**config.mk**
```make
export PLATFORM = sky130hd
export DESIGN_NAME = adks_settings
export DESIGN_NICKNAME = d
export VERILOG_FILES = /design/src/core/adks_settings.v
export VERILOG_INCLUDE_DIRS = /design/src /design/src/core
export SDC_FILE = /design/constraint.sdc
export NUM_CORES = 1
export LEC_CHECK = 0
export BUFFER_PORTS_ARGS = -buffer_cell sky130_fd_sc_hd__buf_2
export CAP_MARGIN = 20
export CORE_MARGIN = 2
export CORE_UTILIZATION = 55
export CTS_CLUSTER_DIAMETER = 30
export DETAILED_ROUTE_END_ITERATION = 10
export PLACE_DENSITY = 0.75
export SLEW_MARGIN = 20
export SYNTH_ARGS = -nofsm -noshare
export SYNTH_HDL_FRONTEND = slang
export SYNTH_SLANG_ARGS = --single-unit
```
**constraint.sdc**
```tcl
create_clock -name i_mclk -period 10.8 [get_ports i_mclk]
set_clock_uncertainty 0.15 [all_clocks]
set_input_delay 2.16 -clock i_mclk [delete_from_list [all_inputs] [get_ports i_mclk]]
set_output_delay 2.16 -clock i_mclk [all_outputs]
set_load 0.05 [all_outputs]
```
**src/core/adks_consts.vh**
```
`ifndef ADKS_CONSTS_VH
`define ADKS_CONSTS_VH
// register offsets
`define ADKS_ADDR_DEV_SET 8'h04
`define ADKS_ADDR_KEY_SET 8'h05
// device settings fields
`define ADKS_DS_SW_RESET 7
`define ADKS_DS_MANUAL_SW 6
`define ADKS_DS_AUTO_DET 5
`define ADKS_DS_DET_REQ 4
`define ADKS_DS_FM 3
`define ADKS_DS_DEB_HI 2
`define ADKS_DS_DEB_LO 0
// key press settings fields
`define ADKS_KS_KEY_EN 2
`define ADKS_KS_RAW 1
`define ADKS_KS_ADC_TRIG 0
// reset values
`define ADKS_DS_RESET 8'h23
`define ADKS_KS_RESET 8'h00
// de-bounce times in ms
`define ADKS_DEB_MS_0 2
`define ADKS_DEB_MS_1 30
`define ADKS_DEB_MS_2 60
`define ADKS_DEB_MS_3 90
`define ADKS_DEB_MS_4 120
`define ADKS_DEB_MS_5 150
`define ADKS_DEB_MS_6 1000
`define ADKS_DEB_MS_7 2000
// clock rate and cycles per ms
`define ADKS_CLK_HZ 100000000
`define ADKS_CYC_PER_MS (`ADKS_CLK_HZ / 1000)
`endif

```
**src/core/adks_settings.v**
```verilog
`timescale 1ns/100ps
`default_nettype none
`include "adks_consts.vh"
// settings bank behind the serial slave
// the slave decodes the bus and presents one byte per strobe
// reserved bits are not stored and always read back as zero
// a refused manual request leaves no trace in the register
// limitation: the switch control registers themselves live elsewhere
// every control toward the analog side leaves a flip-flop,
// so the analog blocks never see decode glitches
// the cost is one cycle of lag on each level output
// timing counts scale with DEB_SCALE so simulation
// can run the long de-bounce settings in few cycles
module adks_settings #(
  parameter DEB_SCALE = `ADKS_CYC_PER_MS
)
(
  // clock and reset
  input wire i_mclk,
  input wire i_rst,
  // register access from the serial slave
  input wire i_wr,
  input wire i_rd,
  input wire [7:0] i_addr,
  input wire [7:0] i_wdata,
  output reg [7:0] o_rdata,
  // jack and analog side
  input wire i_insertion_sense_pin,
  input wire i_removal,
  input wire [7:0] i_int_status,
  input wire i_det_done,
  input wire i_adc_done,
  input wire i_key_switch_matrix_valid,
  input wire i_key_int_read,
  input wire [1:0] i_key_event,
  // controls to the analog side
  output reg o_sw_reset,
  output reg o_manual_sw,
  output reg o_det_start,
  output reg o_depletion_fet_on,
  output reg o_key_detect_run,
  output reg o_raw_key_mode,
  output reg o_adc_start,
  output reg o_adc_int_set,
  output reg o_insert_debounced,
  output reg [1:0] o_key_event_bits
);
  // stored register images
  reg [7:0] dev_set;
  reg [7:0] key_set;
  // busy covers both manual and automatic detection
  reg busy;
  // the sense pin is sampled once to spot changes
  reg sense_q;
  // counts cycles of stable insertion
  reg [31:0] deb_cnt;
  // field decodes
  wire key_en = key_set[`ADKS_KS_KEY_EN];
  wire raw = key_set[`ADKS_KS_RAW];
  // write strobes per register
  wire wr_ds = i_wr && i_addr == `ADKS_ADDR_DEV_SET;
  wire wr_ks = i_wr && i_addr == `ADKS_ADDR_KEY_SET;
  wire inserted = ~i_insertion_sense_pin;
  // a request is accepted only when nothing blocks it
  wire req_ok = wr_ds && i_wdata[`ADKS_DS_DET_REQ] && !busy && i_int_status == 8'h00 && inserted;
  // disabling key detection, by software or by removal
  wire key_off = i_removal || (wr_ks && !i_wdata[`ADKS_KS_KEY_EN]);
  wire trig_ok = wr_ks && i_wdata[`ADKS_KS_ADC_TRIG] && i_wdata[`ADKS_KS_KEY_EN] && i_wdata[`ADKS_KS_RAW];

  // shared by the de-bounce compare; kept as a table
  // so the odd 1 s and 2 s steps need no arithmetic
  // de-bounce time in ms for a field value
  function [31:0] deb_ms;
    input [2:0] sel;
    begin
      case (sel)
        3'h0: deb_ms = `ADKS_DEB_MS_0;
        3'h1: deb_ms = `ADKS_DEB_MS_1;
        3'h2: deb_ms = `ADKS_DEB_MS_2;
        3'h3: deb_ms = `ADKS_DEB_MS_3;
        3'h4: deb_ms = `ADKS_DEB_MS_4;
        3'h5: deb_ms = `ADKS_DEB_MS_5;
        3'h6: deb_ms = `ADKS_DEB_MS_6;
        default: deb_ms = `ADKS_DEB_MS_7;
      endcase
    end
  endfunction

  // register file and control; soft reset restores both registers next edge, o_manual_sw and o_depletion_fet_on the edge after
  always @(posedge i_mclk or posedge i_rst)
  begin
    if (i_rst)
    begin
      dev_set <= `ADKS_DS_RESET;
      key_set <= `ADKS_KS_RESET;
      busy <= 1'b0;
      // pin sampler starts at the idle level so no false change
      sense_q <= 1'b1;
      deb_cnt <= 32'h0;
      o_rdata <= 8'h00;
      o_sw_reset <= 1'b0;
      o_manual_sw <= 1'b0;
      o_det_start <= 1'b0;
      o_depletion_fet_on <= 1'b1;
      o_key_detect_run <= 1'b0;
      o_raw_key_mode <= 1'b0;
      o_adc_start <= 1'b0;
      o_adc_int_set <= 1'b0;
      o_insert_debounced <= 1'b0;
      o_key_event_bits <= 2'h0;
    end
    // soft reset outranks every other action in its cycle
    else if (wr_ds && i_wdata[`ADKS_DS_SW_RESET])
    begin
      // pulse out, abort detection and conversion
      dev_set <= `ADKS_DS_RESET;
      key_set <= `ADKS_KS_RESET;
      busy <= 1'b0;
      deb_cnt <= 32'h0;
      o_insert_debounced <= 1'b0;
      o_sw_reset <= 1'b1;
      o_det_start <= 1'b0;
      o_adc_start <= 1'b0;
      o_adc_int_set <= 1'b0;
      o_key_event_bits <= 2'h0;
      o_key_detect_run <= 1'b0;
      o_raw_key_mode <= 1'b0;
      o_rdata <= 8'h00;
    end
    else
    begin
      o_sw_reset <= 1'b0;
      o_det_start <= 1'b0;
      o_adc_start <= 1'b0;
      // the interrupt only follows a conversion this bank asked for
      o_adc_int_set <= i_adc_done && key_set[`ADKS_KS_ADC_TRIG];
      // previous sense level for change detection
      sense_q <= i_insertion_sense_pin;
      // insertion de-bounce; restarts on every change of the sense pin
      if (!inserted || i_insertion_sense_pin != sense_q)
      begin
        deb_cnt <= 32'h0;
        o_insert_debounced <= 1'b0;
      end
      else if (!o_insert_debounced)
      begin
        // compare against one less so the count ends on time
        if (deb_cnt >= deb_ms(dev_set[`ADKS_DS_DEB_HI:`ADKS_DS_DEB_LO]) * DEB_SCALE - 1)
        begin
          o_insert_debounced <= 1'b1;
          // auto detection only when enabled
          if (dev_set[`ADKS_DS_AUTO_DET] && !busy)
          begin
            busy <= 1'b1;
            o_det_start <= 1'b1;
          end
        end
        else
          deb_cnt <= deb_cnt + 32'h1;
      end
      // device settings write; request bit stored only when accepted
      if (wr_ds)
        dev_set <= {1'b0, i_wdata[6:5], req_ok | dev_set[`ADKS_DS_DET_REQ], i_wdata[3:0]};
      if (req_ok)
      begin
        busy <= 1'b1;
        o_det_start <= 1'b1;
      end
      // done without busy is a stray pulse and is ignored
      // completion clears the request bit; wins over a concurrent write
      if (i_det_done && busy)
      begin
        busy <= 1'b0;
        dev_set[`ADKS_DS_DET_REQ] <= 1'b0;
      end
      // removal outranks a same-cycle write so a stale enable cannot stick
      // key press settings
      if (key_off)
        key_set <= 8'h00;
      else if (wr_ks)
      begin
        key_set[`ADKS_KS_KEY_EN] <= i_wdata[`ADKS_KS_KEY_EN];
        key_set[`ADKS_KS_RAW] <= i_wdata[`ADKS_KS_RAW];
        // new trigger accepted regardless of unserviced interrupt
        key_set[`ADKS_KS_ADC_TRIG] <= trig_ok | (key_set[`ADKS_KS_ADC_TRIG] & ~i_adc_done);
        if (trig_ok)
          o_adc_start <= 1'b1;
      end
      else if (i_adc_done)
        key_set[`ADKS_KS_ADC_TRIG] <= 1'b0;
      // raw key events; cleared on disable or read, new event wins over read
      if (key_off)
        o_key_event_bits <= 2'h0;
      else if (raw)
        o_key_event_bits <= (i_key_int_read ? 2'h0 : o_key_event_bits) | i_key_event;
      else if (i_key_int_read)
        o_key_event_bits <= 2'h0;
      // a soft reset skips o_manual_sw and o_depletion_fet_on, so they settle the edge after; it clears key run and raw itself
      // switch and key run controls
      o_manual_sw <= dev_set[`ADKS_DS_MANUAL_SW];
      o_depletion_fet_on <= !(dev_set[`ADKS_DS_FM] && o_insert_debounced);
      o_key_detect_run <= key_en && !key_off && (!dev_set[`ADKS_DS_MANUAL_SW] || i_key_switch_matrix_valid);
      o_raw_key_mode <= raw && !key_off;
      // reads have no side effect on these two registers
      // registered read data
      if (i_rd)
        o_rdata <= (i_addr == `ADKS_ADDR_DEV_SET) ? dev_set : (i_addr == `ADKS_ADDR_KEY_SET) ? key_set : 8'h00;
    end
  end
endmodule
`default_nettype wire
```
-- Word-level counts from Yosys, hierarchy flattened
Index checks and enable logic that the tools add are counted.
Widths: inputs -> output; s select.
- register bits: 69
- latch bits: 0
- bits in writable memories: 0
- ROM bits: 0
- input bits: 36
- output and inout bits: 19
- word-level logic and storage cells: 130
- memories: 0
- add/subtract/negate cells: 2
- $mul: 1
- divide/modulo/power cells: 0
- order comparisons: 1
- equality and inequality tests: 13
- shift-type cells: 0
- muxes and demuxes: 50
- bitwise logic cells: 6
- reduce and logical (&&, ||, !) cells: 38
- operator list (kind ; count):
    $mux 32 ; 7
    $pmux 11 s7 ; 1
    $mux 8 ; 7
    $add 32x1->32 const B ; 1
    $ge 32x32->1 ; 1
    $mul 32x12->27 const B ; 1
    $sub 32x1->32 const B ; 1
    $mux 1 ; 28
    $logic_and 1x1->1 ; 18
    $eq 8x3->1 const B ; 2
    $reduce_bool 4->1 ; 3
    $mux 2 ; 5
    $eq 3x3->1 const B ; 3
    $logic_not 8->1 ; 1
    $eq 3x2->1 const B ; 2
    $reduce_bool 2->1 ; 3
    $reduce_bool 3->1 ; 2
    $logic_not 1->1 ; 5
    $mux 5 ; 1
    $ne 4x1->1 const B ; 1
    $ne 4x3->1 const B ; 1
    $reduce_and 4->1 ; 1
    $eq 3x1->1 const B ; 1
    $logic_not 3->1 ; 1
    other kinds (10) ; 14

-- Depth between registers and ports, before layout
Gate-level depths: netlist of run 1.
- word-level depth: 14
- mapped depth: 32
- mapped depth without buffers: 28

-- Worst setup path after synthesis of run 1
OpenSTA, ideal clock, no wires.
- kind: flip-flop to flip-flop
- start point: register dev_set[0]
- end point: register deb_cnt[27]
- library setup time: 0.073 ns
- arrival: 7.171 ns
- data required time: 10.577 ns
- slack: 3.406 ns
- cell stages (with the launch flop): 32
- path buffers: 4
- period minus slack after synthesis: 7.394 ns
- cell sequence: dfstp_2 clkbuf_1 inv_1 ha_1 clkbuf_1 o21ai_0 nand2_1 ha_1 ha_1 ha_1 xnor2_1 ha_1 inv_1 fa_1 inv_1 ha_1 nor2b_1 a221oi_1 o311ai_0 a2111oi_0 o2111ai_1 or3_1 nand3_1 ha_1 a21o_1 a211oi_2 o31ai_1 or3_1 buf_6 buf_8 or4_4 a21oi_2
- longest elaborated chain between the ends: 10
- elaborated cells on any way between the ends: 16
- those cells by class: add/sub: 1; mul: 1; order compare: 1; eq/ne: 7; mux: 4; reduce/logical: 2
- RTL lines (element ; RTL line ; RTL):
    start, declared ; adks_settings.v:49 ; reg [7:0] dev_set;
    start signal, assigned ; adks_settings.v:94 ; dev_set <= `ADKS_DS_RESET;
    start signal, assigned ; adks_settings.v:116 ; dev_set <= `ADKS_DS_RESET;
    start signal, assigned ; adks_settings.v:163 ; dev_set <= {1'b0, i_wdata[6:5], req_ok | dev_set[`ADKS_DS_DET_REQ], i_wdata[3:0]};
    $eq 3x3->1 (tied with other cells) ; adks_settings.v:76 ; case (sel)
    $pmux 11 s7 (*) ; adks_settings.v:76 ;
    $mux 32 (*) ; adks_settings.v:145 ; else if (!o_insert_debounced)
    $mux 32 (*) ; adks_settings.v:140 ; if (!inserted || i_insertion_sense_pin != sense_q)
    $mux 32 (*) ; adks_settings.v:113 ; else if (wr_ds && i_wdata[`ADKS_DS_SW_RESET])
    $mul 32x12->27 (*) ; adks_settings.v:148 ; if (deb_cnt >= deb_ms(dev_set[`ADKS_DS_DEB_HI:`ADKS_DS_DEB_LO]) * DEB_SCALE - 1)
    $sub 32x1->32 (*) ; adks_settings.v:148 ;
    $ge 32x32->1 (*) ; adks_settings.v:148 ;
    $ne 3x3->1 (no line) (*) ; - ;
    $reduce_and 2->1 (no line) (*) ; - ;
    end signal, assigned ; adks_settings.v:159 ; deb_cnt <= deb_cnt + 32'h1;
    end, declared ; adks_settings.v:56 ; reg [31:0] deb_cnt;
Every way passes the cells marked *; elsewhere a longest branch is shown, timed or not. The select of a mux whose other input is x is not followed.
A chain may end at the register's enable or synchronous reset.

-- Worst setup path after layout of run 1
- start point: register dev_set[0]
- end point: register busy
- longest elaborated chain between the ends: 10
- elaborated cells on any way between the ends: 16
- those cells by class: add/sub: 1; mul: 1; order compare: 1; eq/ne: 6; mux: 4; reduce/logical: 3
- RTL lines (element ; RTL line ; RTL):
    $eq 3x3->1 (tied with other cells) ; adks_settings.v:76 ;
    $pmux 11 s7 (*) ; adks_settings.v:76 ;
    $mux 32 (*) ; adks_settings.v:145 ;
    $mux 32 (*) ; adks_settings.v:140 ;
    $mux 32 (*) ; adks_settings.v:113 ;
    $mul 32x12->27 (*) ; adks_settings.v:148 ;
    $sub 32x1->32 (*) ; adks_settings.v:148 ;
    $ge 32x32->1 (*) ; adks_settings.v:148 ;
    $reduce_bool 4->1 (no line) (*) ; - ;
    $reduce_and 4->1 (no line) (*) ; - ;
    end signal, assigned ; adks_settings.v:154 ; busy <= 1'b1;
    end signal, assigned ; adks_settings.v:166 ; busy <= 1'b1;
    end signal, assigned ; adks_settings.v:173 ; busy <= 1'b0;
    end, declared ; adks_settings.v:52 ; reg busy;
Marks and branches as above.

==> out/metrics.cfg, run 1 <==
[outcome]
outcome = complete, no violations

[place]
portBuffers = 53
gp_congestion = 0.981
place_inst = 837
dp_hpwl_um = 11000
place_ws_ns = 2.66

[sta]
slew_headroom = 0.307
clock.fmax_mhz = 122
final-setup-viol-count = 0
whs_ns = 0.310
fin_ws_ns = 2.60
hold_violations = 0
tightest_slew_ns = 1.04
final.setup.tns_ns = 0
rsz0062_at_grt = no
slew_violations = 0
post-route-period-util = 0.760
finalCriticalPeriod_ns = 8.20

[critical_path]
crit_slowest_cell = dfstp_2
arrival_ns = 8.32
rrSetupSlack_ns = 2.60
cp-start-kind = flip-flop
crit_required_ns = 10.92
critical_path_class = flip-flop to flip-flop
crit_fanout = 21
critPathLaunch = dev_set[0]$_DFFE_PP1P_
cp_slowest_stage_delay_ns = 0.79
worst_setup_path_end_kind = flip-flop
regToRegStartpoint = dev_set[0]$_DFFE_PP1P_
critical_path.most_common_cell = ha_1

[drt]
top_layer = met4
vias = 5166
wirelength_um = 14300
vias_per_cell = 6.06
wl_met1_um = 6580
drt_pass1_iterations = 5
wl_met2_um = 6890
first_iter_violations = 254
wl_per_cell_um = 16.8
postRouteAntennaNets = 0
drc = 0
met3_length_um = 659

[floorplan]
design.die.area_mm2 = 0.0114
core_mm2 = 0.0103
die_h_um = 107
num_io_pins = 55
placementRows = 37
start_util = 0.566
die_w_um = 107

[clocking]
clkSinkCount = 62
clockBufferDepth = 2
ctsRootBufferMaster = clkbuf_8
postCtsSetupBuffers = 0
h-tree-depth = 3
cts_buffers = 9
clkLatencyLatePin_ns = 0.34
cts_resized = 0
cts_tree = built
clk_pin_slew_ns = 0.09
cts_hold_buffers = 0

[synth]
yosysMostFrequentCell = ha_1
synth_top_flop_cell = dfrtp_1
ys_seq_area_frac = 0.268
synth.distinct_cells = 69
synth_top_area_frac = 0.245
yosysTopAreaCell = dfrtp_1
ys_seq_elements = 62
synthesis.area_mm2 = 0.00582
synth_edf_count = 0
synth_commonest_cells = ha_1, inv_1, dfrtp_1, nand2_1, a21oi_1
synth.area.top_cells = dfrtp_1, ha_1, fa_1, a21oi_1, inv_1
ys_warn_count = 0
synth.avg_cell_area_um2 = 8.75
synth-async-reset-ratio = 1.00
synth_cells = 665

[global_route]
antenna_found_initial = 0
grt_overflow_total = 0
grt_pass1_vias = 4857
grt_max_degree = 63
grt_pass1_wl_um = 23500
track_usage = 0.257

[layout]
fill_cells = 895
post-route-util = 0.621
final_cells = 853
syn_to_final_growth_pct = 9.64
drive_above_1_share = 0.132
multi_input_area_mm2 = 0.00390
seqCellArea_mm2 = 0.00156
antenna_cells = 0
layout.nets = 845

[flow_run]
cap_violations = 0

[hold_path]
min_from = dev_set[3]$_DFFE_PP0P_
hold_path.class = flip-flop to flip-flop

[power]
peakVddDrop_uv = 86.6
power_density_mw_per_mm2 = 200
p_leak_nw = 3.16

[per-stage QoR]
step | total power [W] | cell area (um2)
2_1_floorplan | 0.000852 | 5820
4_1_cts | 0.00127 | 6370
3_5_place_dp | 0.00101 | 6140
6_report | 0.00127 | 6380
5_1_grt | 0.00139 | 6380
3_3_place_gp | 0.000991 | 6140
[layer usage]
metal	up-vias	track usage
li1	2495	-
met1	2506	0.361
met2	147	0.413
met3	18	0.0353
met4	0	0.0807
met5	-	0
[cell usage in the layout (no fill, tap or decap), types with 8 or more instances in the layout]
| master | count |
|---|---|
| a21o_1 | 14 |
| a21oi_1 | 47 |
| and2_1 | 13 |
| and3_1 | 8 |
| buf_2 | 53 |
| clkbuf_8 | 9 |
| dfrtp_1 | 57 |
| fa_1 | 12 |
| ha_1 | 85 |
| inv_1 | 61 |
| nand2_1 | 52 |
| nand3_1 | 17 |
| nand4_1 | 11 |
| nor2_1 | 41 |
| nor3_1 | 11 |
| o21ai_0 | 31 |
| o31ai_1 | 13 |
| or3_1 | 13 |
| or4_1 | 15 |
| xnor2_1 | 17 |
| xor2_1 | 9 |
[sequential cells by signal, summed over array words and instances, names as in the netlist]
name	flops
o_rdata	7
o_depletion_fet_on	1
sense_q	1
o_insert_debounced	1
key_set	3
o_adc_start	1
deb_cnt	32
o_manual_sw	1
dev_set	7
o_det_start	1
o_adc_int_set	1
o_sw_reset	1
o_key_event_bits	2
busy	1
o_raw_key_mode	1
o_key_detect_run	1
[layout make-up]
cell class | count | share of cell area
Clock buffer | 9 | 0.0194
Multi-Input combinational cell | 520 | 0.612
Sequential cell | 62 | 0.244
Tap cell | 136 | 0.0267
Timing Repair Buffer | 55 | 0.0439
Inverter | 64 | 0.0377
Clock inverter | 7 | 0.0165
[power breakdown]
part | switching [W] | internal, W
combinational | 0.000456 | 0.000332
clock | 0.000110 | 0.000134
sequential | 0.00000631 | 0.000236
total | 0.000571 | 0.000701
[kinds of logic (layout without fill, tap and decap cells)]
group           count (synthesis)  in the layout  share of synthesized area
mux                             7              7                     0.0123
simple gates                  240            240                      0.231
other cells                     1              2                   0.000645
xor+xnor                       26             26                     0.0391
buf+inv                        84            135                     0.0635
fa+ha+maj                      97             97                      0.224
flops                          62             62                      0.268
compound gates                148            148                      0.162
[worst max-delay path: cells and delay by family, from the launching register on]
kind                     cells  cell delay, ns
flip-flops                   1            0.79
AO/OA/AOI/OAI                7            1.90
AND/OR/NAND/NOR              8            2.37
buffers and inverters        3            0.31
adder cells (fa/ha/maj)      8            2.45
XOR/XNOR                     1            0.13
[final timing paths]
path | endpoint | cells past startpoint
worst max-delay path | busy$_DFFE_PP0P_ | 27
worst min-delay path | o_depletion_fet_on$_DFFE_PP1N_ | 1
worst max register to register | busy$_DFFE_PP0P_ | 27
worst min register to register | o_depletion_fet_on$_DFFE_PP1N_ | 1
max in group asynchronous | deb_cnt[2]$_DFFE_PP0P_ | 3
min in group asynchronous | o_sw_reset$_DFF_PP0_ | 3
Note: power is estimated with default switching activity, not from simulation.
==> run 2: changes to the inputs <==
Clock period 10.8 ns to 7.8 ns, I/O delays scaled along.
==> run 2 against run 1 <==
  * Sequential share of layout area down 0.31 points
  * Critical path depth decreased by 2
  * Die area unchanged
  * Sequential cell count is the same
  * Clock power rose by 26%
  * Combinational power increased by 42%
  * Global-route usage increased by 0.19 points
  * Register-to-register slack worse by 2.3 ns
  * Worst hold slack better by 0.0053 ns
  * Largest cell class unchanged
  * Largest power group unchanged
==> out/metrics.cfg, run 2 (same netlist as run 1, synthesis figures left out) <==
[outcome]
outcome = complete, no violations

[sta]
final.setup.tns_ns = 0  ; unchanged
slew_violations = 0  ; unchanged
post-route-period-util = 0.966  ; +0.206
finalCriticalPeriod_ns = 7.53  ; -0.671 ns
hold_violations = 0  ; unchanged
final-setup-viol-count = 0  ; unchanged
clock.fmax_mhz = 133  ; +8.9%
fin_ws_ns = 0.267  ; -2.33 ns
tightest_slew_ns = 0.835  ; -0.204 ns
slew_headroom = 0.441  ; +0.134

[clocking]
clkSinkCount = 62  ; unchanged
cts_tree = built
cts_hold_buffers = 0  ; unchanged
clkLatencyLatePin_ns = 0.35  ; about the same
ctsRootBufferMaster = clkbuf_8
cts_buffers = 9  ; unchanged
clockBufferDepth = 2  ; unchanged
h-tree-depth = 3  ; unchanged
clk_pin_slew_ns = 0.09  ; about the same

[layout]
final_cells = 866  ; +1.5%
syn_to_final_growth_pct = 11.1
regMostFlops = deb_cnt
antenna_cells = 0  ; unchanged
drive_above_1_share = 0.152  ; +0.0196
largest_reg_flops = 32  ; unchanged
top_regs = deb_cnt (32), dev_set (7), o_rdata (7)
layout.nets = 858  ; +1.5%
fill_cells = 874  ; -2.3%
final_cell_mix = ha_1, inv_1, dfrtp_1
mostFrequentLayoutCell = ha_1
post-route-util = 0.629  ; +0.00852

[global_route]
antenna_found_initial = 0  ; unchanged
track_usage = 0.259  ; +0.00188
grt_pass1_vias = 4910  ; +1.1%
grt_max_degree = 63  ; unchanged
grt_pass1_wl_um = 23700  ; +0.68%
grt_overflow_total = 0  ; unchanged

[drt]
postRouteAntennaNets = 0  ; unchanged
vias = 5212  ; +0.89%
first_iter_violations = 319  ; +26%
vias_per_cell = 6.02  ; -0.62%
wl_per_cell_um = 16.8  ; about the same
drc = 0  ; unchanged
drt_pass1_iterations = 4  ; -1
wirelength_um = 14500  ; +1.4%

[floorplan]
start_util = 0.566  ; unchanged
die_h_um = 107  ; unchanged
num_io_pins = 55  ; unchanged
die_w_um = 107  ; unchanged
design.die.area_mm2 = 0.0114  ; unchanged
placementRows = 37  ; unchanged
core_mm2 = 0.0103  ; unchanged

[critical_path]
worst_setup_path_end_kind = flip-flop
crit_fanout = 16  ; -24%
critPathBufInv = 3  ; unchanged
cp-start-kind = flip-flop
critical_path_class = flip-flop to flip-flop
crit_required_ns = 7.89  ; -3.03 ns
arrival_ns = 7.62  ; -0.70 ns
critical_path.most_common_cell = ha_1
crit_slowest_cell = or4_4
rr_worst_depth = 25  ; -7.4%
cp_slowest_stage_delay_ns = 0.65  ; -0.14 ns
crit_family = simple AND/OR/NAND/NOR gates
crit_cells = 25  ; -7.4%

[place]
place_ws_ns = -0.0501  ; -2.71 ns
portBuffers = 53  ; unchanged
dp_hpwl_um = 11200  ; +2.6%
place_inst = 846  ; +1.1%
gp_congestion = 0.952  ; -3.0%

[power]
power_density_mw_per_mm2 = 271  ; +36%
peakVddDrop_uv = 130  ; +50%
p_leak_nw = 3.21  ; +1.6%

[hold_path]
whs_path_depth = 1  ; unchanged
hold_path.class = flip-flop to flip-flop

[flow_run]
cap_violations = 0  ; unchanged

-- run 2: stage by stage --
| step | hold slack, ns | power (W) | cell area [um2] |
|---|---|---|---|
| after floorplan | 0.266 | 0.00118 | 5820 |
| after global placement | 0.292 | 0.00139 | 6210 |
| after detailed placement | 0.305 | 0.00142 | 6210 |
| after CTS | 0.322 | 0.00174 | 6410 |
| after global routing | 0.362 | 0.00192 | 6460 |
| final | 0.316 | 0.00175 | 6460 |
-- run 2: repair_timing --
item	CTS	global route
pin swaps	0	3
setup endpoints to repair	16	31
buffers inserted	0	3
gates cloned	0	1
resized for setup	1	9
-- run 2: metal layers --
metal / share of wire / routed length [um] / track usage
met1: 0.46 / 6660 / 0.359
met2: 0.48 / 6950 / 0.417
met3: 0.046 / 667 / 0.0444
met4: 0.018 / 267 / 0.0770
met5: 0 / 0 / 0
-- run 2: path summary, 6_finish.rpt --
kind,start,slack (ns),endpoint
max,dev_set[2]$_DFFE_PP0P_,0.27,deb_cnt[25]$_DFFE_PP0P_
min,dev_set[3]$_DFFE_PP0P_,0.32,o_depletion_fet_on$_DFFE_PP1N_
max reg2reg,dev_set[2]$_DFFE_PP0P_,0.27,deb_cnt[25]$_DFFE_PP0P_
min reg2reg,dev_set[3]$_DFFE_PP0P_,0.32,o_depletion_fet_on$_DFFE_PP1N_
max in group asynchronous,i_rst,5.65,dev_set[2]$_DFFE_PP0P_
min in group asynchronous,i_rst,1.27,o_sw_reset$_DFF_PP0_
-- run 2: power breakdown --
part / switching [W] / leakage (nW) / internal (W)
logic: 0.000635 / 2.28 / 0.000481
registers: 0.00000541 / 0.828 / 0.000327
clock network: 0.000153 / 0.103 / 0.000153
-- run 2: final cells by class --
cell class                 instances  area, um2  area share
clock buffer                       9        124      0.0192
inverter                          64        240      0.0372
sequential                        62       1560       0.241
clock inverter                     7       80.1      0.0124
multi-input combinational        521       3920       0.607
tap                              136        170      0.0263
timing repair buffer              67        370      0.0573
==> run 3: changes to the inputs <==
Settings changed: ABC_AREA from default to 1, PLACE_DENSITY 0.75 to 0.74.
==> run 3 against run 2 <==
  * Via count grew 11%
  * Global-route usage shrank 0.53 points
  * Count of clock-buffer cells in the layout is the same
  * Combinational power shrank 9.8%
  * Critical endpoint is now deb_cnt[23]$_DFFE_PP0P_
  * Synthesized cell count grew 34%
  * Critical path depth grew 8
  * Largest power group unchanged
  * First-iteration DRC count grew 48%
  * Register-to-register slack gained 0.51 ns
  * Total power is essentially flat
  * Area after synthesis grew 13%
  * Routed wire length grew 6.0%
  * Setup slack gained 0.51 ns
==> out/metrics.cfg, run 3 <==
[clocking]
clockBufferDepth = 2  ; unchanged
clk_pin_slew_ns = 0.06  ; -0.03 ns
ctsRootBufferMaster = clkbuf_16
cts_buffers = 9  ; unchanged
clkLatencyLatePin_ns = 0.34  ; about the same
cts_resized = 0  ; -1
cts_tree = built
clkSinkCount = 62  ; unchanged
postCtsSetupBuffers = 0  ; unchanged
h-tree-depth = 3  ; unchanged
cts_hold_buffers = 0  ; unchanged

[drt]
postRouteAntennaNets = 0  ; unchanged
drt_pass1_iterations = 5  ; +1
vias_per_cell = 5.31  ; -12%
first_iter_violations = 471  ; +48%
wirelength_um = 15400  ; +6.0%
drc = 0  ; unchanged
vias = 5790  ; +11%
wl_per_cell_um = 14.1  ; -16%

[sta]
slew_violations = 0  ; unchanged
post-route-period-util = 0.901  ; -0.0648
hold_violations = 0  ; unchanged
final-setup-viol-count = 0  ; unchanged
whs_ns = 0.281  ; -0.0350 ns
final.setup.tns_ns = 0  ; unchanged
finalCriticalPeriod_ns = 7.03  ; -0.505 ns
rsz0062_at_grt = no
tightest_slew_ns = 0.770  ; -0.0645 ns
slew_headroom = 0.486  ; +0.0450
clock.fmax_mhz = 142  ; +7.2%

[floorplan]
num_io_pins = 55  ; unchanged
die_w_um = 113  ; +6.0%
core_mm2 = 0.0115  ; +12%
design.die.area_mm2 = 0.0128  ; +12%
placementRows = 39  ; +5.4%
start_util = 0.571  ; +0.00453
die_h_um = 113  ; +6.0%

[critical_path]
arrival_ns = 7.10  ; -0.52 ns
cp_slowest_stage_delay_ns = 0.67  ; +0.02 ns
critical_path.most_common_cell = ha_1
crit_slowest_cell = dfstp_2
rrSetupSlack_ns = 0.77  ; +0.51 ns
crit_required_ns = 7.87  ; -0.02 ns
critical_path_class = flip-flop to flip-flop
crit_fanout = 51  ; +35
cp-start-kind = flip-flop
worst_setup_path_end_kind = flip-flop

[place]
dp_hpwl_um = 12300  ; +9.7%
portBuffers = 53  ; unchanged
gp_congestion = 0.943  ; -0.98%

[global_route]
antenna_found_initial = 0  ; unchanged
busiest_layer = met2
met2_usage = 0.379  ; -0.0375
use_met3 = 0.0659  ; +0.0215
track_usage = 0.254  ; -0.00533
use_met1 = 0.366  ; +0.00706
grt_pass1_wl_um = 26200  ; +11%
grt_pass1_vias = 5512  ; +12%
grt_overflow_total = 0  ; unchanged
grt_max_degree = 63  ; unchanged

[layout]
top_regs = deb_cnt (32), dev_set (7), o_rdata (7)
drive_above_1_share = 0.165  ; +0.0125
seqCellArea_mm2 = 0.00156  ; about the same
fill_cells = 1073  ; +23%
regMostFlops = deb_cnt
largest_reg_flops = 32  ; unchanged
multi_input_area_mm2 = 0.00427  ; +9.0%
antenna_cells = 0  ; unchanged
syn_to_final_growth_pct = 9.56
mostFrequentLayoutCell = nand2_1
final_cell_mix = nand2_1, inv_1, ha_1
layout.nets = 1076  ; +25%

[synth]
synth.avg_cell_area_um2 = 7.36  ; -16%
yosysTopAreaCell = dfrtp_1
synth_edf_count = 0  ; unchanged
ys_seq_area_frac = 0.237  ; -0.0307
synth.distinct_cells = 46  ; -33%
ys_warn_count = 0  ; unchanged
synthesis.area_mm2 = 0.00657  ; +13%
ys_seq_elements = 62  ; unchanged
synth_top_area_frac = 0.217  ; -0.0281
synth_cells = 893  ; +34%
synth.area.top_cells = dfrtp_1, ha_1, nand2_1, inv_1, nand3_1
synth_commonest_cells = nand2_1, inv_1, ha_1, nor2_1, nand3_1
synth_top_flop_cell = dfrtp_1
yosysMostFrequentCell = nand2_1
synth-async-reset-ratio = 1.00  ; unchanged

[outcome]
outcome = complete, no violations

[flow_run]
cap_violations = 0  ; unchanged

[power]
peakVddDrop_uv = 137  ; +5.7%
power_density_mw_per_mm2 = 244  ; -10%
p_leak_nw = 3.77  ; +17%

[hold_path]
hold_path.class = flip-flop to flip-flop

run 3: cell count changes in the layout (fill, tap and decap cells not counted), moves of 13 or more:
cell,change
a21o_1,-13
nor3_1,+23
inv_1,+88
nand2_2,+15
xor2_1,+29
nand2_1,+125
nand3_1,+50
buf_4,-13
a21oi_1,-21
or4_1,-15
o21ai_2,+22
nor2_1,+28
run 3: cell families (layout without fill, tap and decap cells):
family                   Yosys count  count (layout)  share of synthesized area
XOR/XNOR                          44              44                     0.0587
AND/OR/NAND/NOR                  424             424                      0.307
buffers and inverters            176             230                      0.113
adder cells (fa/ha/maj)           97              97                      0.198
other                              1               2                   0.000571
AO/OA/AOI/OAI                     89              89                     0.0849
flip-flops                        62              62                      0.237
run 3: path summary, 6_finish.rpt:
kind	depth (start not counted)	to	start
max	33	deb_cnt[23]$_DFFE_PP0P_	dev_set[1]$_DFFE_PP1P_
min	1	o_depletion_fet_on$_DFFE_PP1N_	dev_set[3]$_DFFE_PP0P_
max reg2reg	33	deb_cnt[23]$_DFFE_PP0P_	dev_set[1]$_DFFE_PP1P_
min reg2reg	1	o_depletion_fet_on$_DFFE_PP1N_	dev_set[3]$_DFFE_PP0P_
max in group asynchronous	3	deb_cnt[7]$_DFFE_PP0P_	i_rst
min in group asynchronous	3	dev_set[4]$_DFFE_PP0P_	i_rst
run 3: critical path, delay by kind of cell (launching register included):
family                     cells  cell delay (ns)
AOI/OAI and AO/OA              6             0.92
xor gates and xnor gates       2             0.35
adders and majority gates      7             2.12
buffers and inverters          5             0.57
DFF                            1             0.67
and+or+nand+nor               13             2.13
run 3: where the power goes:
group          internal, W  switching, W  total (W)  leakage (nW)
registers         0.000331     0.0000102   0.000341         0.827
logic             0.000366      0.000640    0.00101          2.80
clock network     0.000251      0.000157   0.000408         0.143
total             0.000948      0.000807    0.00176          3.77
run 3: through the flow:
stage | utilization | instances | cell area (um2) | power, W | worst slack, ns
CTS | 0.625 | 1091 | 7200 | 0.00176 | 0.803
floorplan | - | 894 | 6570 | 0.00114 | 2.01
finish | 0.625 | 1091 | 7200 | 0.00176 | 0.772
global placement | 0.599 | 1075 | 6890 | 0.00134 | 0.887
global route | 0.625 | 1091 | 7200 | 0.00194 | 0.0901
detailed placement | 0.599 | 1075 | 6890 | 0.00135 | 0.812
run 3: area by class of cell:
class / instances / share of cell area
timing repair buffer: 54 / 0.0379
clock inverter: 7 / 0.0111
inverter: 160 / 0.0848
sequential: 62 / 0.216
tap: 143 / 0.0249
clock buffer: 9 / 0.0313
multi-input combinational: 656 / 0.594
run 3: per-layer routing:
metal / part of all wire / vias to the layer above
met5: 0 / -
met4: 0.015 / 0
met3: 0.075 / 20
met2: 0.42 / 188
met1: 0.49 / 2611
li1: - / 2971
